$ cat src/rtl/dcfi_defs.svh
// constants for the frame number and identification read commands
// assumes inclusion by bare name from design and bench files
`ifndef DCFI_DEFS_SVH
`define DCFI_DEFS_SVH

`define DCFI_CMD_READ_FRAME  8'hB4
`define DCFI_CMD_READ_IDENT  8'hB5
`define DCFI_IDENTITY_BYTE   8'h5A // arbitrary identity value
`define DCFI_REV_MAJOR       4'h1  // arbitrary revision, tens digit
`define DCFI_REV_MINOR       4'h0  // arbitrary revision, units digit
`define DCFI_CMD_MSB         7
`define DCFI_CMD_LSB         0
`define DCFI_WORD_W          16
`define DCFI_FRAME_HIGH_MSB  10
`define DCFI_FRAME_HIGH_LSB  8
`define DCFI_FRAME_LOW_MSB   7
`define DCFI_FRAME_LOW_LSB   0
`define DCFI_FRAME_RESET     11'h000
`define DCFI_WORD_ZERO       16'h0000

`endif

$ cat src/rtl/dcfi_pkg.sv
// types for the frame number and identification read block
// assumes the constants header is compiled alongside
`default_nettype none
package dcfi_pkg;
    typedef enum logic [2:0] {
        DCFI_IDLE  = 3'h1,
        DCFI_FRAME = 3'h2,
        DCFI_IDENT = 3'h4
    } dcfi_state_t;
endpackage : dcfi_pkg
`default_nettype wire

$ cat src/rtl/dcfi_frame_if.sv
// interface carrying the latched frame number between the modules
// assumes one clock domain
`default_nettype none
interface dcfi_frame_if;
    logic [10:0] frame_num;
    modport src (output frame_num);
    modport dst (input  frame_num);
endinterface : dcfi_frame_if
`default_nettype wire

$ cat src/rtl/dcfi_frame_latch.sv
// holds the last received frame number
// assumes sof_valid_i is a one-cycle pulse from the serial engine
`include "dcfi_defs.svh"
`default_nettype none
module dcfi_frame_latch (
    // clock and reset
    input  wire logic        clk_i,
    input  wire logic        srst_i,
    // frame capture
    input  wire logic        sof_valid_i,
    input  wire logic [10:0] sof_frame_i,
    // latched value
    dcfi_frame_if.src        frm
);
    logic [10:0] frame_reg;

    // capture on every start of frame; a reset clears the value to zero
    always_ff @(posedge clk_i) begin
        if (srst_i) begin
            frame_reg <= `DCFI_FRAME_RESET;
        end else if (sof_valid_i) begin
            frame_reg <= sof_frame_i;
        end
    end

    assign frm.frame_num = frame_reg;
endmodule : dcfi_frame_latch
`default_nettype wire

$ cat src/rtl/dcfi_cmd_read.sv
// command interpreter for frame number and identification reads
// assumes bus strobes are synchronous one-cycle pulses from the bus front end
`include "dcfi_defs.svh"
`default_nettype none
module dcfi_cmd_read (
    // clock and reset
    input  wire logic        clk_i,
    input  wire logic        srst_i,
    // processor bus
    input  wire logic        cmd_data_select_i,
    input  wire logic        wr_strobe_i,
    input  wire logic        rd_strobe_i,
    input  wire logic [15:0] wdata_i,
    output logic      [15:0] rdata_o,
    output logic             rdata_valid_o,
    // serial engine
    input  wire logic        sof_valid_i,
    input  wire logic [10:0] sof_frame_i
);
    // latched frame number from the capture module
    dcfi_frame_if frm ();

    // pending command, one-hot
    dcfi_pkg::dcfi_state_t state_reg;
    dcfi_pkg::dcfi_state_t state_next;

    // answer word and its one-cycle valid flag
    logic [15:0] rdata_reg;
    logic [15:0] rdata_next;
    logic        valid_reg;
    logic        valid_next;

    // command code match, shared by the command decodes
    function automatic logic code_is(
        input logic [7:0] code,
        input logic [7:0] want
    );
        return (code == want);
    endfunction : code_is

    // pending command test, shared by the state decodes
    function automatic logic pending_is(
        input dcfi_pkg::dcfi_state_t cur,
        input dcfi_pkg::dcfi_state_t want
    );
        return (cur == want);
    endfunction : pending_is

    // frame capture on every start of frame
    dcfi_frame_latch u_latch (
        .clk_i       (clk_i),
        .srst_i      (srst_i),
        .sof_valid_i (sof_valid_i),
        .sof_frame_i (sof_frame_i),
        .frm         (frm)
    );

    // bus phase decode; select high marks the command phase
    wire         cmd_wr    = wr_strobe_i & cmd_data_select_i;
    wire         data_rd   = rd_strobe_i & ~cmd_data_select_i;
    wire  [7:0]  cmd_code  = wdata_i[`DCFI_CMD_MSB:`DCFI_CMD_LSB]; // upper byte ignored

    // command decode; any other code drops the pending command
    wire         cmd_frame = cmd_wr & code_is(cmd_code, `DCFI_CMD_READ_FRAME);
    wire         cmd_ident = cmd_wr & code_is(cmd_code, `DCFI_CMD_READ_IDENT);
    wire         cmd_other = cmd_wr & ~cmd_frame & ~cmd_ident;

    // state decode of the pending command
    wire         in_idle   = pending_is(state_reg, dcfi_pkg::DCFI_IDLE);
    wire         in_frame  = pending_is(state_reg, dcfi_pkg::DCFI_FRAME);
    wire         in_ident  = pending_is(state_reg, dcfi_pkg::DCFI_IDENT);

    // guard against a corrupted state word
    wire         state_legal = in_idle | in_frame | in_ident;

    // read decode; a read with nothing pending gets no answer
    wire         rd_frame  = data_rd & in_frame;
    wire         rd_ident  = data_rd & in_ident;
    wire         rd_any    = rd_frame | rd_ident;

    // identification word: fixed identity byte over the decimal revision
    wire  [7:0]  rev_byte  = {`DCFI_REV_MAJOR, `DCFI_REV_MINOR};
    wire  [15:0] id_word   = {`DCFI_IDENTITY_BYTE, rev_byte};

    // frame word: low field, high field, spare bits read as zero
    wire  [15:0] frame_word;
    genvar       lo_i;
    genvar       hi_i;
    genvar       sp_i;

    // low eight frame bits
    generate
        for (lo_i = `DCFI_FRAME_LOW_LSB; lo_i <= `DCFI_FRAME_LOW_MSB; lo_i = lo_i + 1) begin : g_low
            assign frame_word[lo_i] = frm.frame_num[lo_i];
        end
    endgenerate

    // high three frame bits
    generate
        for (hi_i = `DCFI_FRAME_HIGH_LSB; hi_i <= `DCFI_FRAME_HIGH_MSB; hi_i = hi_i + 1) begin : g_high
            assign frame_word[hi_i] = frm.frame_num[hi_i];
        end
    endgenerate

    // spare bits above the frame number
    generate
        for (sp_i = `DCFI_FRAME_HIGH_MSB + 1; sp_i < `DCFI_WORD_W; sp_i = sp_i + 1) begin : g_spare
            assign frame_word[sp_i] = 1'b0;
        end
    endgenerate

    // answer selection, zero when no answer is due
    wire  [15:0] answer_word = rd_frame ? frame_word
                             : rd_ident ? id_word
                             : `DCFI_WORD_ZERO;

    // next pending command; a command write outranks a data read
    always_comb begin
        state_next = state_reg;
        if (cmd_frame) begin
            state_next = dcfi_pkg::DCFI_FRAME;
        end else if (cmd_ident) begin
            state_next = dcfi_pkg::DCFI_IDENT;
        end else if (cmd_other) begin
            state_next = dcfi_pkg::DCFI_IDLE;
        end else if (data_rd) begin
            unique case (state_reg)
                dcfi_pkg::DCFI_FRAME: begin
                    state_next = dcfi_pkg::DCFI_IDLE; // one word only
                end
                dcfi_pkg::DCFI_IDENT: begin
                    state_next = dcfi_pkg::DCFI_IDLE; // one word only
                end
                dcfi_pkg::DCFI_IDLE: begin
                    state_next = dcfi_pkg::DCFI_IDLE;
                end
                default: begin
                    state_next = dcfi_pkg::DCFI_IDLE;
                end
            endcase
        end else if (!state_legal) begin
            state_next = dcfi_pkg::DCFI_IDLE;
        end
    end

    // answer for the cycle after the read
    assign rdata_next = answer_word;
    assign valid_next = rd_any;

    // pending command register
    always_ff @(posedge clk_i) begin
        if (srst_i) begin
            state_reg <= dcfi_pkg::DCFI_IDLE;
        end else begin
            state_reg <= state_next;
        end
    end

    // answer word register, zero outside the answer cycle
    always_ff @(posedge clk_i) begin
        if (srst_i) begin
            rdata_reg <= `DCFI_WORD_ZERO;
        end else begin
            rdata_reg <= rdata_next;
        end
    end

    // answer valid register, one pulse per accepted read
    always_ff @(posedge clk_i) begin
        if (srst_i) begin
            valid_reg <= 1'b0;
        end else begin
            valid_reg <= valid_next;
        end
    end

    // outputs straight from the registers
    assign rdata_o       = rdata_reg;
    assign rdata_valid_o = valid_reg;
endmodule : dcfi_cmd_read
`default_nettype wire

$ cat config.mk
export PLATFORM = sky130hd
export DESIGN_NAME = dcfi_cmd_read
export DESIGN_NICKNAME = d
export VERILOG_FILES = /design/src/rtl/dcfi_pkg.sv /design/src/rtl/dcfi_frame_if.sv /design/src/rtl/dcfi_frame_latch.sv /design/src/rtl/dcfi_cmd_read.sv
export VERILOG_INCLUDE_DIRS = /design/src /design/src/rtl
export SDC_FILE = /design/constraint.sdc
export NUM_CORES = 1
export LEC_CHECK = 0
export BUFFER_PORTS_ARGS = -buffer_cell sky130_fd_sc_hd__buf_4
export CORE_MARGIN = 10
export CORE_UTILIZATION = 38
export DETAILED_ROUTE_END_ITERATION = 8
export HOLD_SLACK_MARGIN = 0.02
export PLACE_DENSITY = 0.7
export SLEW_MARGIN = 30
export SYNTH_ARGS = -nofsm -noshare
export SYNTH_HDL_FRONTEND = slang
export SYNTH_SLANG_ARGS = --single-unit
$ cat constraint.sdc
create_clock -name clk_i -period 1.1 [get_ports clk_i]
set_input_delay 0.165 -clock clk_i [delete_from_list [all_inputs] [get_ports clk_i]]
set_output_delay 0.165 -clock clk_i [all_outputs]
set_load 0.02 [all_outputs]
### Word-level counts from Yosys, hierarchy flattened

Cells that the tools add are included.

| word-level totals | value |
|---|---|
| bits in registers | 30 |
| output and inout port bits | 17 |

| operators by class | value |
|---|---|
| equality and inequality tests | 7 |
| muxes and demuxes | 7 |
| bitwise gates (word level) | 14 |
| reductions and logical operators | 2 |

Operator list:

| kind | count |
|---|---|
| 8-bit == test, second input constant | 2 |
| 15-bit two-way mux | 1 |
| 3-bit two-way mux | 4 |
| 11-bit two-way mux | 1 |
| 1-bit bitwise AND | 8 |
| 5-bit != test, second input constant | 1 |
| 4-bit != test, second input constant | 1 |
| 2-bit OR reduction | 2 |
| 3-bit by 1-bit == test with 1-bit output, second input constant | 1 |
| 3-bit by 2-bit == test with 1-bit output, second input constant | 1 |
| 3-bit == test, second input constant | 1 |
| 1-bit NOT | 3 |
| 1-bit OR | 3 |
| 2-bit two-way mux | 1 |

### Logic depth before layout (Yosys ltp)

| logic depth | value |
|---|---|
| depth in word-level cells | 8 |
| gate-level depth with buffers | 3 |

### By module

A second synthesis with hierarchy kept.

| unflattened totals | value |
|---|---|
| cells, all modules | 87 |
| area, all modules | 947.2 µm² |

By module, submodules not included:

| module | times used | cells each | area an instance (µm²) | sequential area each (µm²) |
|---|---|---|---|---|
| dcfi_cmd_read | 1 | 52 | 560.5 | 320.3 |
| dcfi_frame_latch | 1 | 35 | 386.6 | 220.2 |

### Least setup slack after synthesis

No wires, ideal clock.

| timing path | value |
|---|---|
| path kind | reg2reg |
| start point | reg state_reg[0] |
| end point | reg rdata_reg[0] (netlist: rdata_o[0]) |
| data arrival time | 1126 ps |
| required time | 1041 ps |
| slack | -85 ps |
| stages on the path, launching flop included | 4 |
| cell sequence | dfxtp_1 > or4b_4 > nor2_4 > and2_1 |

| between the ends | value |
|---|---|
| word-level cells in the longest chain between the ends | 3 |

RTL lines:

| element | RTL line | RTL |
|---|---|---|
| start: declaration | dcfi_cmd_read.sv:24 | `dcfi_pkg::dcfi_state_t state_reg;` |
| start signal: assignment | dcfi_cmd_read.sv:153 | `state_reg <= dcfi_pkg::DCFI_IDLE;` |
| start signal: assignment | dcfi_cmd_read.sv:155 | `state_reg <= state_next;` |
| 3-bit by 2-bit == test with 1-bit output | dcfi_cmd_read.sv:46 | `return (cur == want);` |
| 1-bit bitwise AND | dcfi_cmd_read.sv:77 | `wire rd_frame = data_rd & in_frame;` |
| 11-bit two-way mux (no source line) | -- |  |
| end signal: assignment | dcfi_cmd_read.sv:162 | `` rdata_reg <= `DCFI_WORD_ZERO; `` |
| end signal: assignment | dcfi_cmd_read.sv:164 | `rdata_reg <= rdata_next;` |
| end: declaration | dcfi_cmd_read.sv:28 | `logic [15:0] rdata_reg;` |

Every way passes these cells.
A chain may end at the register's enable or synchronous reset.

### Final worst setup path

| timing path | value |
|---|---|
| start point | reg state_reg[0] |
| end point | reg rdata_reg[2] (netlist: rdata_o[2]) |

Same word-level chain as after synthesis.

==> impl_results.md <==
- Outcome: complete, but fails checks
- Failing checks: negative setup slack
- Final period utilization: 111.4%
- Share of the synthesized area in the top cell type: a little under three fifths
- Hold WC Path Type: in2reg
- Gpl congestion: between 0.6 and 0.7
- Core ar.: 2276 um^2
- Layout Utilization: slightly below 60%
- Yosys Warn Count: 0
- First-pass GRT wire length: 3477 um
- Placement row count: 17
- Via/cell ratio: 4.623
- Gr usage total: 8.560%
- Dpl cells: around 150
- CP max FO: 5
- Crit path capture type: flip-flop
- Worst setup margin: -0.1254 ns
- Die width: around 70 um
- Clk root buf: clkbuf_4
- Hold depth: 2
- Leak: roughly 0.00061 uW
- Post-synthesis instance area: 940.9 um^2
- Seq/Total Area, Yosys: around 57%
- DR WL/cell: between 10 and 15 um
- Final std cells w/o fill: ~160
- R2R depth: 3
- Fillers: just over 200
- Final Hold Viols: 0
- Register area: around 540 um^2
- Detailed placer's ending HPWL: 1691 um
- Multi-input logic area: ~380 um^2
- CTS hold repair buffers: 0
- CTS Buf Count: 3
- Max reg flops: 12
- Synth Instances: between 80 and 90
- Synth Area in Simple Gates: 19.81%
- CTS sink cnt: 27
- Post-synthesis mux area share: between 10% and 20%
- Final setup fails: 13
- Clock skew: ~0.0054 ns
- Synthesis-stage register bit count: 27
- Netlist cell types: 20
- Largest family of logic cells by synthesized area: simple AND/OR/NAND/NOR gates
- Startpoint types: flip-flop
- Final setup TNS: -1.451 ns
- ANT nets after route: 0
- Total number of vias: between 700 and 800
- Setup Fix Bufs, Post-CTS: 0
- CTS tree: built
- F_max: between 0.8 and 0.9 GHz
- Max clock buf depth: 2
- XOR/XNOR Fraction of Synth Area: 0%
- Starting DRC count in detailed routing: 13
- CP required: between 1 and 1.5 ns
- Routed WL: about 2100 um
- Largest net degree at the start of global routing: 16
- Max-cap violations: 0
- Unrepaired setup endpoints after global routing: yes
- DR pass1 iterations: 2
- Antenna violations before repair: 0
- Final Max Slew Viols: 0
- Residual DRC count: 0
- Post-synthesis adder-cell area fraction: 0%
- GR Overflow Total: 0
- Leading area contributor after synthesis: dfxtp_1
- Die height: 69.76 um
- Top post-synthesis cells by area: dfxtp_1, mux2i_1, and2_1
- Vias in the first global route: roughly 780
- Die Area: 4866 um^2
- H-tree depth reported by CTS: 1
- Worst skew pair latency: about 0.32 ns
- Diode count: 0
- Pwr Density: around 1200 nW/um^2
- Crit path kind: reg2reg
- Peak VDD IR: roughly 0.0012 V
- Post-layout minimum cycle time: between 1 and 1.5 ns
- Mapped Avg Cell Area: roughly 11 um^2
- Area added between synthesis and finish: 40.69%
- Nets@finish: around 170
- Clock Pin Slew Worst Setup and Hold Paths: 0.14 ns
- Post-synthesis compound-gate area fraction: 5.718%
- Pre-CTS WS: -0.1829 ns
- Arr. time, crit path: 1.50 ns
- Top Ports: 50
- Share of cells above drive strength 1: 40.46%
- Initial Utilization: around two fifths
- PortBufs: 39
what timing repair did:
item / in CTS / in global routing
endpoints found under the setup margin: 13 / 16
pin swaps: 1 / 5
resized for setup: 0 / 3
endpoints found under the hold margin: 0 / 0
gates cloned: 1 / 0
per-stage QoR:
stage	area [um^2]	power (uW)	hold WS, ns
2_1_floorplan	944.7	1094	0.2374
3_3_place_gp	1271	1169	0.3895
3_5_place_dp	1271	1175	0.3932
4_1_cts	1305	1588	0.04564
5_1_grt	1324	1649	0.02739
6_report	1324	1569	0.05735
worst max-delay path, stage by stage, from the launching register on:
cell and delay [ns]:
dfxtp_2 0.35, or4b_4 0.53, nor2_4 0.16, and2_1 0.15
cell usage after synthesis, drive strengths merged:
| cell | count |
|---|---|
| buf | 5 |
| a22o | 1 |
| nand2b | 2 |
| a32o | 1 |
| nor2b | 2 |
| nor2 | 13 |
| mux2i | 11 |
| clkbuf | 1 |
| inv | 2 |
| a21oi | 4 |
| conb | 1 |
| and2 | 9 |
| nand2 | 3 |
| or4b | 1 |
| a2111oi | 1 |
| dfxtp | 27 |
| nor4 | 1 |
| nand4b | 2 |
power breakdown:
part	leakage (uW)	total [uW]	switching [uW]	internal [uW]
clock	0.0000177	415	279	136
combinational	0.000373	142	56.4	86.1
sequential	0.000219	1010	9.49	1000
final timing paths:
check        slack, ns           end                     start
max              -0.13    rdata_o[2]              state_reg[0]
min               0.06  state_reg[2]                wdata_i[0]
max reg2reg      -0.13    rdata_o[2]              state_reg[0]
min reg2reg       0.46    rdata_o[4]  u_latch.frm.frame_num[4]
routing by layer:
metal,routed length [um],up-vias,GRT usage [%]
met2,1120,22,15.48
met4,25,0,3.261
met5,0,-,0
li1,-,372,-
met3,123,2,3.994
met1,870,339,8.139
cell usage in the layout, fill, tap and decap left out:
master / instances
buf_4: 44
dfxtp_1: 26
nor2_1: 12
mux2i_1: 11
and2_1: 9
a21oi_1: 4
nand2_1: 3
clkbuf_4: 3
nand2b_1: 2
nor2_4: 2
nor2b_1: 2
inv_1: 2
nand4b_1: 2
conb_1: 2
or4b_4: 1
a2111oi_4: 1
nor4_1: 1
a32o_1: 1
a22o_1: 1
clkinv_2: 1
dfxtp_2: 1
layout make-up:
class | count | area share, %
Sequential cell | 27 | 40.93
Multi-Input combinational cell | 54 | 28.83
Timing Repair Buffer | 44 | 24.95
Tap cell | 28 | 2.647
Clock buffer | 3 | 1.701
Inverter | 2 | 0.5671
Clock inverter | 1 | 0.3781
logic make-up after synthesis:
family	Yosys count
AOI/OAI and AO/OA	7
muxes	11
DFF	27
buffers and inverters	8
other	1
and+or+nand+nor	33
Note: power is estimated with default switching activity, not from simulation.
